File: config.mk
export PLATFORM = sky130hd
export DESIGN_NAME = dsra_top
export DESIGN_NICKNAME = d
export VERILOG_FILES = /design/src/rtl/dsra_pkg.sv /design/src/rtl/dsra_port_if.sv /design/src/rtl/dsra_port.sv /design/src/rtl/dsra_top.sv
export SDC_FILE = /design/constraint.sdc
export NUM_CORES = 2
export LEC_CHECK = 0
export ABC_CLOCK_PERIOD_IN_PS = 4900
export BUFFER_PORTS_ARGS = -buffer_cell sky130_fd_sc_hd__buf_4
export CAP_MARGIN = 20
export CORE_ASPECT_RATIO = 0.9
export CORE_MARGIN = 8
export CORE_UTILIZATION = 60
export DETAILED_ROUTE_END_ITERATION = 12
export PLACE_DENSITY = 0.87
export SYNTH_ARGS = -nofsm -noshare
export SYNTH_HDL_FRONTEND = slang
export SYNTH_HIERARCHICAL = 1
export SYNTH_SLANG_ARGS = --single-unit
File: constraint.sdc
create_clock -name ref_clk_in -period 4.9 [get_ports ref_clk_in]
set_input_delay 0.735 -clock ref_clk_in [delete_from_list [all_inputs] [get_ports ref_clk_in]]
set_output_delay 0.735 -clock ref_clk_in [all_outputs]
set_load 0.01 [all_outputs]
File: src/rtl/dsra_pkg.sv
// Package for the dual serial register access block.
// Assumes one core clock that oversamples both serial links.
package dsra_pkg;
  localparam int FRAME_BITS    = 32;
  localparam int ADDR_BITS     = 6;
  localparam int DATA_BITS     = 24;
  localparam int REG_COUNT     = 64;
  localparam int RW_POS        = 31;
  localparam int ADDR_MSB      = 30;
  localparam int ADDR_LSB      = 25;
  localparam int DATA_MSB      = 23;
  localparam logic [5:0] CNT_ADDR_DONE = 6'h07;
  localparam logic [5:0] CNT_FRAME_END = 6'h20;
  localparam logic [5:0] CNT_RESET     = 6'h00;
  localparam logic [23:0] REG_RESET    = 24'h0000_00;
  localparam logic [23:0] IRQ_BIT_MASK = 24'h0000_01;
  localparam int IRQ_A_INDEX   = 0;
  localparam int IRQ_B_INDEX   = 3;
endpackage : dsra_pkg

File: src/rtl/dsra_port_if.sv
// Bundle between a serial port engine and the shared register file.
// Assumes both ends run on the core clock.
`timescale 1ns/1ps
interface dsra_port_if;
  logic        wr_valid;
  logic [5:0]  wr_addr;
  logic [23:0] wr_data;
  logic [5:0]  rd_addr;
  logic [23:0] rd_data;
  modport engine (output wr_valid, output wr_addr, output wr_data,
                  output rd_addr, input rd_data);
  modport regs   (input wr_valid, input wr_addr, input wr_data,
                  input rd_addr, output rd_data);
endinterface : dsra_port_if

File: src/rtl/dsra_port.sv
// One serial port engine, oversampling the host clock and select.
// Assumes core clock well above four times the serial clock.
`timescale 1ns/1ps
module dsra_port (
  // Core
  input  wire logic     clk_in,
  input  wire logic     rst_n_in,
  input  wire logic     ce_in,
  // Pins
  input  wire logic     sclk_in,
  input  wire logic     sel_in,
  input  wire logic     sdi_in,
  output logic          sdo_out,
  output logic          sdo_oe_out,
  // Register side
  dsra_port_if.engine   rf
);
  logic [2:0]  sclk_sync_reg;
  logic [1:0]  sel_sync_reg;
  logic [1:0]  sdi_sync_reg;
  logic [5:0]  cnt_reg;
  logic [31:0] shift_reg;
  logic [23:0] tx_reg;
  logic        wr_reg;
  logic        sdo_reg;
  wire         rise_w   = sclk_sync_reg[1] & ~sclk_sync_reg[2];
  wire         fall_w   = ~sclk_sync_reg[1] & sclk_sync_reg[2];
  wire         active_w = sel_sync_reg[1];
  wire [31:0]  shift_next = {shift_reg[30:0], sdi_sync_reg[1]};
  wire         addr_done_w = rise_w && (cnt_reg == 6'(dsra_pkg::CNT_ADDR_DONE - 6'h01));
  wire         commit_w = fall_w && active_w && (cnt_reg == dsra_pkg::CNT_FRAME_END)
                          && shift_reg[dsra_pkg::RW_POS];

  always_ff @(posedge clk_in) begin
    if (!rst_n_in) begin
      sclk_sync_reg <= 3'h0;
      sel_sync_reg  <= 2'h0;
      sdi_sync_reg  <= 2'h0;
    end else if (ce_in) begin
      sclk_sync_reg <= {sclk_sync_reg[1:0], sclk_in};
      sel_sync_reg  <= {sel_sync_reg[0], sel_in};
      sdi_sync_reg  <= {sdi_sync_reg[0], sdi_in};
    end
  end

  // Counter cleared while select low, so an aborted frame leaves nothing
  always_ff @(posedge clk_in) begin
    if (!rst_n_in || (ce_in && !active_w)) begin
      cnt_reg   <= dsra_pkg::CNT_RESET;
      shift_reg <= 32'h0000_0000;
    end else if (ce_in && rise_w && cnt_reg != dsra_pkg::CNT_FRAME_END) begin
      cnt_reg   <= cnt_reg + 6'h01;
      shift_reg <= shift_next;
    end
  end

  // Read data shifted out MSB first on falling edges after the null bit
  always_ff @(posedge clk_in) begin
    if (!rst_n_in) begin
      tx_reg  <= dsra_pkg::REG_RESET;
      sdo_reg <= 1'b0;
    end else if (ce_in) begin
      if (!active_w) begin
        tx_reg  <= dsra_pkg::REG_RESET;
        sdo_reg <= 1'b0;
      end else if (fall_w && cnt_reg == dsra_pkg::CNT_ADDR_DONE + 6'h01) begin
        sdo_reg <= rf.rd_data[dsra_pkg::DATA_MSB];
        tx_reg  <= {rf.rd_data[22:0], 1'b0};
      end else if (fall_w && cnt_reg > dsra_pkg::CNT_ADDR_DONE + 6'h01
                   && cnt_reg < dsra_pkg::CNT_FRAME_END) begin
        sdo_reg <= tx_reg[23];
        tx_reg  <= {tx_reg[22:0], 1'b0};
      end
    end
  end

  always_ff @(posedge clk_in) begin
    if (!rst_n_in) begin
      wr_reg <= 1'b0;
    end else if (ce_in) begin
      wr_reg <= commit_w;
    end
  end

  logic [5:0] raddr_reg;
  always_ff @(posedge clk_in) begin
    if (!rst_n_in) begin
      raddr_reg <= 6'h00;
    end else if (ce_in && addr_done_w) begin
      raddr_reg <= shift_next[5:0];
    end
  end

  assign rf.rd_addr  = raddr_reg;
  assign rf.wr_valid = wr_reg;
  assign rf.wr_addr  = shift_reg[dsra_pkg::ADDR_MSB:dsra_pkg::ADDR_LSB];
  assign rf.wr_data  = shift_reg[dsra_pkg::DATA_MSB:0];
  assign sdo_out     = sdo_reg;
  assign sdo_oe_out  = active_w;

  property p_abort_clears;
    @(posedge clk_in) disable iff (!rst_n_in)
    (ce_in && !active_w) |=> cnt_reg == dsra_pkg::CNT_RESET;
  endproperty
  a_abort_clears: assert property (p_abort_clears)
    else $error("counter not cleared on deselect");

  // Enable trails the select pin by exactly the two sync stages
  property p_oe_follows_sel;
    @(posedge clk_in) disable iff (!rst_n_in)
    ce_in ##1 ce_in |=> sdo_oe_out == $past(sel_in, 2);
  endproperty
  a_oe_follows_sel: assert property (p_oe_follows_sel)
    else $error("data out enable does not follow select");

  property p_count_bound;
    @(posedge clk_in) disable iff (!rst_n_in)
    cnt_reg <= dsra_pkg::CNT_FRAME_END;
  endproperty
  a_count_bound: assert property (p_count_bound)
    else $error("bit count past frame");

  property p_rise_counts;
    @(posedge clk_in) disable iff (!rst_n_in)
    (ce_in && rise_w && active_w && cnt_reg < dsra_pkg::CNT_FRAME_END)
    |=> cnt_reg == $past(cnt_reg) + 6'h01;
  endproperty
  a_rise_counts: assert property (p_rise_counts)
    else $error("rising edge not counted");

  property p_write_only_rw;
    @(posedge clk_in) disable iff (!rst_n_in)
    rf.wr_valid |-> $past(shift_reg[dsra_pkg::RW_POS]);
  endproperty
  a_write_only_rw: assert property (p_write_only_rw)
    else $error("write without write bit");

  property p_commit_at_end;
    @(posedge clk_in) disable iff (!rst_n_in)
    rf.wr_valid |-> $past(cnt_reg) == dsra_pkg::CNT_FRAME_END;
  endproperty
  a_commit_at_end: assert property (p_commit_at_end)
    else $error("write before the last bit");
endmodule : dsra_port

File: src/rtl/dsra_top.sv
// Dual serial port access to one shared 64 x 24 register set.
// Assumes hosts keep select, clock and data timing as the link asks.
//
// Operation
// - Two independent ports share one register set
// - Bits shift in on rising serial clock edge, out on falling
// - Select active high; clock ignored when low
// - Frame: write bit, 6 address, null, 24 data
// - Six address bits select one of 64
// - Write data on input, read data on output
// - Each port has its own interrupt output
// - First bit one writes, zero reads only
// - MSB first; commit on 32nd falling edge
// - Early deselect discards the whole transfer
// - Data output released while select low
`timescale 1ns/1ps
module dsra_top (
  // Core
  input  wire logic        ref_clk_in,
  input  wire logic        reset_n_in,
  input  wire logic        clk_en_in,
  // Port A
  input  wire logic        port_a_serial_clock_in,
  input  wire logic        port_a_select_in,
  input  wire logic        port_a_data_in_in,
  output logic             port_a_data_out_out,
  output logic             port_a_data_out_oe_out,
  output logic             port_a_irq_out,
  // Port B
  input  wire logic        port_b_serial_clock_in,
  input  wire logic        port_b_select_in,
  input  wire logic        port_b_data_in_in,
  output logic             port_b_data_out_out,
  output logic             port_b_data_out_oe_out,
  output logic             port_b_irq_out
);
  logic [23:0] regs_reg [dsra_pkg::REG_COUNT];
  logic        irq_a_reg;
  logic        irq_b_reg;

  dsra_port_if a_if ();
  dsra_port_if b_if ();

  dsra_port u_port_a (
    .clk_in     (ref_clk_in),
    .rst_n_in   (reset_n_in),
    .ce_in      (clk_en_in),
    .sclk_in    (port_a_serial_clock_in),
    .sel_in     (port_a_select_in),
    .sdi_in     (port_a_data_in_in),
    .sdo_out    (port_a_data_out_out),
    .sdo_oe_out (port_a_data_out_oe_out),
    .rf         (a_if.engine)
  );
  dsra_port u_port_b (
    .clk_in     (ref_clk_in),
    .rst_n_in   (reset_n_in),
    .ce_in      (clk_en_in),
    .sclk_in    (port_b_serial_clock_in),
    .sel_in     (port_b_select_in),
    .sdi_in     (port_b_data_in_in),
    .sdo_out    (port_b_data_out_out),
    .sdo_oe_out (port_b_data_out_oe_out),
    .rf         (b_if.engine)
  );

  // Same address space for both ports
  assign a_if.rd_data = regs_reg[a_if.rd_addr];
  assign b_if.rd_data = regs_reg[b_if.rd_addr];

  // Port A applied first, port B second: B wins an address clash whole
  always_ff @(posedge ref_clk_in) begin
    if (!reset_n_in) begin
      for (int i = 0; i < dsra_pkg::REG_COUNT; i++) begin
        regs_reg[i] <= dsra_pkg::REG_RESET;
      end
    end else if (clk_en_in) begin
      if (a_if.wr_valid) begin
        regs_reg[a_if.wr_addr] <= a_if.wr_data;
      end
      if (b_if.wr_valid) begin
        regs_reg[b_if.wr_addr] <= b_if.wr_data;
      end
    end
  end

  // One mask decode shared by both interrupt lines
  function automatic logic irq_level(input logic [23:0] word);
    return |(word & dsra_pkg::IRQ_BIT_MASK);
  endfunction : irq_level

  wire irq_a_next = irq_level(regs_reg[dsra_pkg::IRQ_A_INDEX]);
  wire irq_b_next = irq_level(regs_reg[dsra_pkg::IRQ_B_INDEX]);

  // Interrupt lines driven from low bit of a per-port register
  always_ff @(posedge ref_clk_in) begin
    if (!reset_n_in) begin
      irq_a_reg <= 1'b0;
      irq_b_reg <= 1'b0;
    end else if (clk_en_in) begin
      irq_a_reg <= irq_a_next;
      irq_b_reg <= irq_b_next;
    end
  end
  assign port_a_irq_out = irq_a_reg;
  assign port_b_irq_out = irq_b_reg;

  property p_b_wins_clash;
    @(posedge ref_clk_in) disable iff (!reset_n_in)
    (clk_en_in && a_if.wr_valid && b_if.wr_valid && a_if.wr_addr == b_if.wr_addr)
    |=> regs_reg[$past(b_if.wr_addr)] == $past(b_if.wr_data);
  endproperty
  a_b_wins_clash: assert property (p_b_wins_clash)
    else $error("clash not resolved in fixed order");
  property p_a_commits;
    @(posedge ref_clk_in) disable iff (!reset_n_in)
    (clk_en_in && a_if.wr_valid && !(b_if.wr_valid && b_if.wr_addr == a_if.wr_addr))
    |=> regs_reg[$past(a_if.wr_addr)] == $past(a_if.wr_data);
  endproperty
  a_a_commits: assert property (p_a_commits)
    else $error("port a write lost");
  property p_irq_a;
    @(posedge ref_clk_in) disable iff (!reset_n_in)
    clk_en_in |=> port_a_irq_out == $past(regs_reg[dsra_pkg::IRQ_A_INDEX][0]);
  endproperty
  a_irq_a: assert property (p_irq_a)
    else $error("port a irq wrong");

  property p_irq_b;
    @(posedge ref_clk_in) disable iff (!reset_n_in)
    clk_en_in |=> port_b_irq_out == $past(regs_reg[dsra_pkg::IRQ_B_INDEX][0]);
  endproperty
  a_irq_b: assert property (p_irq_b)
    else $error("port b irq wrong");

  property p_b_commits;
    @(posedge ref_clk_in) disable iff (!reset_n_in)
    (clk_en_in && b_if.wr_valid)
    |=> regs_reg[$past(b_if.wr_addr)] == $past(b_if.wr_data);
  endproperty
  a_b_commits: assert property (p_b_commits)
    else $error("port b write lost");

  // Reads and frozen cycles must leave the addressed register alone
  property p_hold_a;
    @(posedge ref_clk_in) disable iff (!reset_n_in)
    (!clk_en_in || (!a_if.wr_valid && !b_if.wr_valid))
    |=> regs_reg[$past(a_if.rd_addr)] == $past(regs_reg[a_if.rd_addr]);
  endproperty
  a_hold_a: assert property (p_hold_a)
    else $error("port a register changed without a write");

  property p_hold_b;
    @(posedge ref_clk_in) disable iff (!reset_n_in)
    (!clk_en_in || (!a_if.wr_valid && !b_if.wr_valid))
    |=> regs_reg[$past(b_if.rd_addr)] == $past(regs_reg[b_if.rd_addr]);
  endproperty
  a_hold_b: assert property (p_hold_b)
    else $error("port b register changed without a write");

  property p_a_wr_sel;
    @(posedge ref_clk_in) disable iff (!reset_n_in)
    a_if.wr_valid |-> $past(port_a_data_out_oe_out);
  endproperty
  a_a_wr_sel: assert property (p_a_wr_sel)
    else $error("port a write without select");

  property p_b_wr_sel;
    @(posedge ref_clk_in) disable iff (!reset_n_in)
    b_if.wr_valid |-> $past(port_b_data_out_oe_out);
  endproperty
  a_b_wr_sel: assert property (p_b_wr_sel)
    else $error("port b write without select");

  // Reset is synchronous, so the clear shows one edge later
  property p_reset_clears;
    @(posedge ref_clk_in)
    !reset_n_in |=> !port_a_irq_out && !port_b_irq_out
                    && regs_reg[a_if.rd_addr] == dsra_pkg::REG_RESET;
  endproperty
  a_reset_clears: assert property (p_reset_clears)
    else $error("reset did not clear state");
  c_a_write: cover property (@(posedge ref_clk_in) a_if.wr_valid);
  c_b_write: cover property (@(posedge ref_clk_in) b_if.wr_valid);
  c_both: cover property (@(posedge ref_clk_in) a_if.wr_valid && b_if.wr_valid);
  c_clash: cover property (@(posedge ref_clk_in)
    a_if.wr_valid && b_if.wr_valid && a_if.wr_addr == b_if.wr_addr);
  c_irq_both: cover property (@(posedge ref_clk_in) port_a_irq_out && port_b_irq_out);
endmodule : dsra_top

After elaboration in Yosys (flattened, before gate mapping)

Memory sizes are Yosys's and may differ from the RTL's. A register that Yosys moved wholly into a read port is not among the register bits.
Cells that the tools add are included.

$add $sub $neg: 2
Reduce and logical (&&, ||, !) cells: 33
Eq/ne operators: 10
Order comparisons: 4
Mux-type cells: 31
Bitwise logic cells: 8

Operators by type and width:

| operator                                                               | number |
|---|---|
| 24-bit two-way mux                                                     | 8 |
| 24-bit OR reduction                                                    | 2 |
| 6-bit two-way mux                                                      | 6 |
| 1-bit logical AND                                                      | 22 |
| 1-bit two-way mux                                                      | 17 |
| 6-bit by 1-bit adder with 6-bit output (second input constant)         | 2 |
| 6-bit by 3-bit equality test with 1-bit output (second input constant) | 2 |
| 6-bit by 4-bit equality test with 1-bit output (second input constant) | 2 |
| 6-bit equality test (second input constant)                            | 2 |
| 6-bit by 4-bit > comparator with 1-bit output (second input constant)  | 2 |
| 6-bit less-than comparator (second input constant)                     | 2 |
| 6-bit inequality test (second input constant)                          | 2 |
| 3-bit inequality test (second input constant)                          | 2 |
| 1-bit zero test                                                        | 5 |
| 1-bit bitwise AND                                                      | 4 |
| 1-bit NOT                                                              | 4 |
| 2-bit AND reduction                                                    | 2 |
| 1-bit logical OR                                                       | 2 |

Memory bits (writable): 1536
Logic and storage cells: 107
Memories kept: 1
Bits in registers: 154
Bits of input ports: 9

Memory list:

| memory   | words | bits a word | read ports | clocked after Yosys merged registers in | write ports | line           | text |
|---|---|---|---|---|---|---|---|
| regs_reg | 64    | 24          | 4          | 4                                       | 64          | dsra_top.sv:37 | `logic [23:0] regs_reg [dsra_pkg::REG_COUNT];` |

Depth between registers and ports, before layout

Depth after elaboration: 7
Depth in mapped cells: 11
Gate-level depth less buffers: 7

Cells and area by module

Netlist, hierarchy kept.

Modules (own cells, without submodules):

| module    | cells an instance | instances | area each (µm²) | seq. area each (µm²) |
|---|---|---|---|---|
| dsra_top  | 5747              | 1         | 89696.0         | 46164.3 |
| dsra_port | 322               | 2         | 3362.0          | 1521.5 |

Worst setup path before layout

OpenSTA, ideal clock, no wires.

Kind: input-to-reg
From: input port reset_n_in
To: memory regs_reg[19][0] (enable)
Path buffers: 3
Stages: 7
Data arrival time: 2571 ps
Setup slack: 1943 ps
Path through: buf_4 nand4_2 or3b_1 buf_6 nor2_8 buf_2 nand3b_1

RTL lines:

| element         | line           | text |
|---|---|---|
| start, declared | dsra_top.sv:20 | `input wire logic reset_n_in,` |
| end, declared   | dsra_top.sv:37 |  |

==> results.txt <==
Dpl hpwl - 236300 um
Placement-stage cell area - 97280 um^2
Die Wd - 438.6 um
Overall die height - 396.3 um
Pleak - 32.94 nW
Pwr dens - 308.9 nW/um^2
WL/cell - 44.46 um
Worst EP required - 5620 ps
Net count, final - 5977
Setup Skew - 38.28 ps
Switching power - 0.007354 W
Hold-fix buffers, CTS - 0
CP Data Arrival Time - 4590 ps
Clk pin slew, worst setup/hold paths - 60 ps
Final setup fails - 0
Maximum vdd drop - 0.3226 mV
Sw Ratio - 0.2314
Number of DRC markers in iteration 0 - 16240
Via/cell ratio - 8.744
GR Overflow Total - 0
Root buf cell - clkbuf_16
Starting density of the core - 0.6039
GPL Wtd Cong - 1.124
Largest net degree at the start of global routing - 138
Drt total wl - 365900 um
Clk sinks - 1690
Deepest clock path buffer count - 3
Share of cells above drive strength 1 - 0.2786
Setup TNS - 0 ps
Area delta synth->final - 6.723%
CP Launch Type - flop
Register area - 49290 um^2
Final hold violations - 0
Vias post-DR - 71970
Combinational Power Share - 0.046
Async S/R FF share, synth - 0
CTS tree - yes
IO buf count - 14
Flops & latches, synth - 1690
Std-Cell Rows - 139
CP Class - reg2reg
Filler cells - 10550
Status - complete, no violations
Hold Crit Class - in2reg
Post-synthesis cell type count - 63
Register area share after synthesis - 0.5103
Area of the multi-input gates - 41980 um^2
Setup bufs post-CTS - 0
Post_cts resized - 0
Num CTS Buffers - 171
Commonest non-fill, non-tap cells in the layout - a22o_1 (1553), edfxtp_1 (1536), mux4_2 (768)
RSZ-0062 raised after global routing - false
GRT Total Usage - 0.4078
Mapped Nets - 6406
I/O Pins - 15
Period utilisation layout - 0.7890
Detail Route Antenna Nets - 0
DR DRC count - 0
Commonest register cell after synthesis - edfxtp_1
Most common cell after layout, fill and taps aside - a22o_1
Total number of yosys warnings - 6
Die area - 173800 um^2
Clk network pwr share - 0.425
Cell-internal power - 0.02443 W
Tightest Pin Transition - 1256 ps
Slew HR - 0.1386
Initial antenna violation count - 30
Detailed Routing Iterations Pass 1 - 7
Design Area, Final - 102900 um^2
Post-Syn Instances - 6391
FMAX - 258.7 MHz
First-pass GRT wire length - 510200 um
Max Cap Violations - 0
Cell Area, Synth - 96420 um^2
Synth Area per Inst - 15.09 um^2
Post-synth EDFFs - 1536
Core Area - 159700 um^2
Reg power frac - 0.528
Max-slew violations - 0
Clock Latency Late Sink - 860 ps
H-Tree Depth - 4
Crit. End Element - flop
Number of global-route vias before repair - 67190
Post-layout min period - 3866 ps
CP max FO - 27
Max reg flops - 1536
layer usage:
layer,vias up,part of all wire,GRT usage
li1,26000,-,-
met1,35460,0.30,0.5035
met2,8715,0.40,0.5615
met3,1775,0.22,0.2458
met4,18,0.076,0.2090
met5,-,0.00089,0.01001
power groups by stage:
stage	logic [W]	registers [W]	clock network, W
floorplan	0.000833	0.0168	0
global placement	0.00134	0.0170	0
detailed placement	0.00137	0.0170	0
CTS	0.00138	0.0167	0.0133
global route	0.00146	0.0168	0.0139
finish	0.00148	0.0168	0.0135
cell usage after synthesis (all sizes together) (80+ instances only):
master | count | area (um^2)
a22o | 1553 | 13600
a22oi | 85 | 638.1
buf | 600 | 3831
clkbuf | 389 | 1465
dfxtp | 154 | 3083
edfxtp | 1536 | 46120
mux2 | 80 | 900.9
mux2i | 327 | 3273
mux4 | 768 | 17300
nand2 | 158 | 598.1
nand3 | 98 | 503.0
nor2 | 155 | 1598
o22ai | 108 | 675.7
area by class of cell:
class / count / area share
multi-input combinational: 3703 / 0.4079
tap: 2115 / 0.02572
inverter: 9 / 0.0003283
timing repair buffer: 387 / 0.03272
antenna: 16 / 0.0003891
sequential: 1690 / 0.4790
clock buffer: 203 / 0.04316
clock inverter: 107 / 0.01071
critical path, cell delays in order, from the launching register on:
cell and delay [ps]:
dfxtp_4 660, buf_4 580, mux4_2 570, mux2i_1 700
a22oi_1 370, nand4_1 450, o21ai_1 130, mux2i_1 180
o2bb2ai_1 90
kinds of logic after synthesis:
| kind of cell | count (synthesis) | share of synthesized area |
|---|---|---|
| buffers and inverters | 998 | 0.05528 |
| and+or+nand+nor | 622 | 0.04394 |
| muxes | 1175 | 0.2227 |
| AOI/OAI and AO/OA | 1900 | 0.1670 |
| adders and majority gates | 6 | 0.0007786 |
| DFF | 1690 | 0.5103 |
worst paths after layout:
path / startpoint / endpoint / slack, ps / cells after the start
min: port_b_serial_clock_in / u_port_b/sclk_sync_reg[0]$_SDFFE_PN0P_ / 120 / 3
max reg2reg: u_port_b/rf.rd_addr[0]$_SDFFE_PN0P_ / u_port_b/tx_reg[12]$_SDFFE_PN0P_ / 1030 / 8
min reg2reg: u_port_a/tx_reg[1]$_SDFFE_PN0P_ / u_port_a/tx_reg[1]$_SDFFE_PN0P_ / 470 / 1
max: u_port_b/rf.rd_addr[0]$_SDFFE_PN0P_ / u_port_b/tx_reg[12]$_SDFFE_PN0P_ / 1030 / 8
stage by stage:
stage               setup slack [ps]  utilization  hold WS [ps]  cells  total power [W]
global route                    1011       0.6444         116.8   8219          0.03217
floorplan                       1943            -         431.4   6391          0.01767
global placement                1057       0.6087         443.8   7896          0.01830
detailed placement             977.7       0.6093         447.4   7901          0.01840
CTS                             1312       0.6440         96.04   8211          0.03146
finish                          1034       0.6445         116.4   8230          0.03179
No activity file was read; power rests on OpenSTA's default activity.
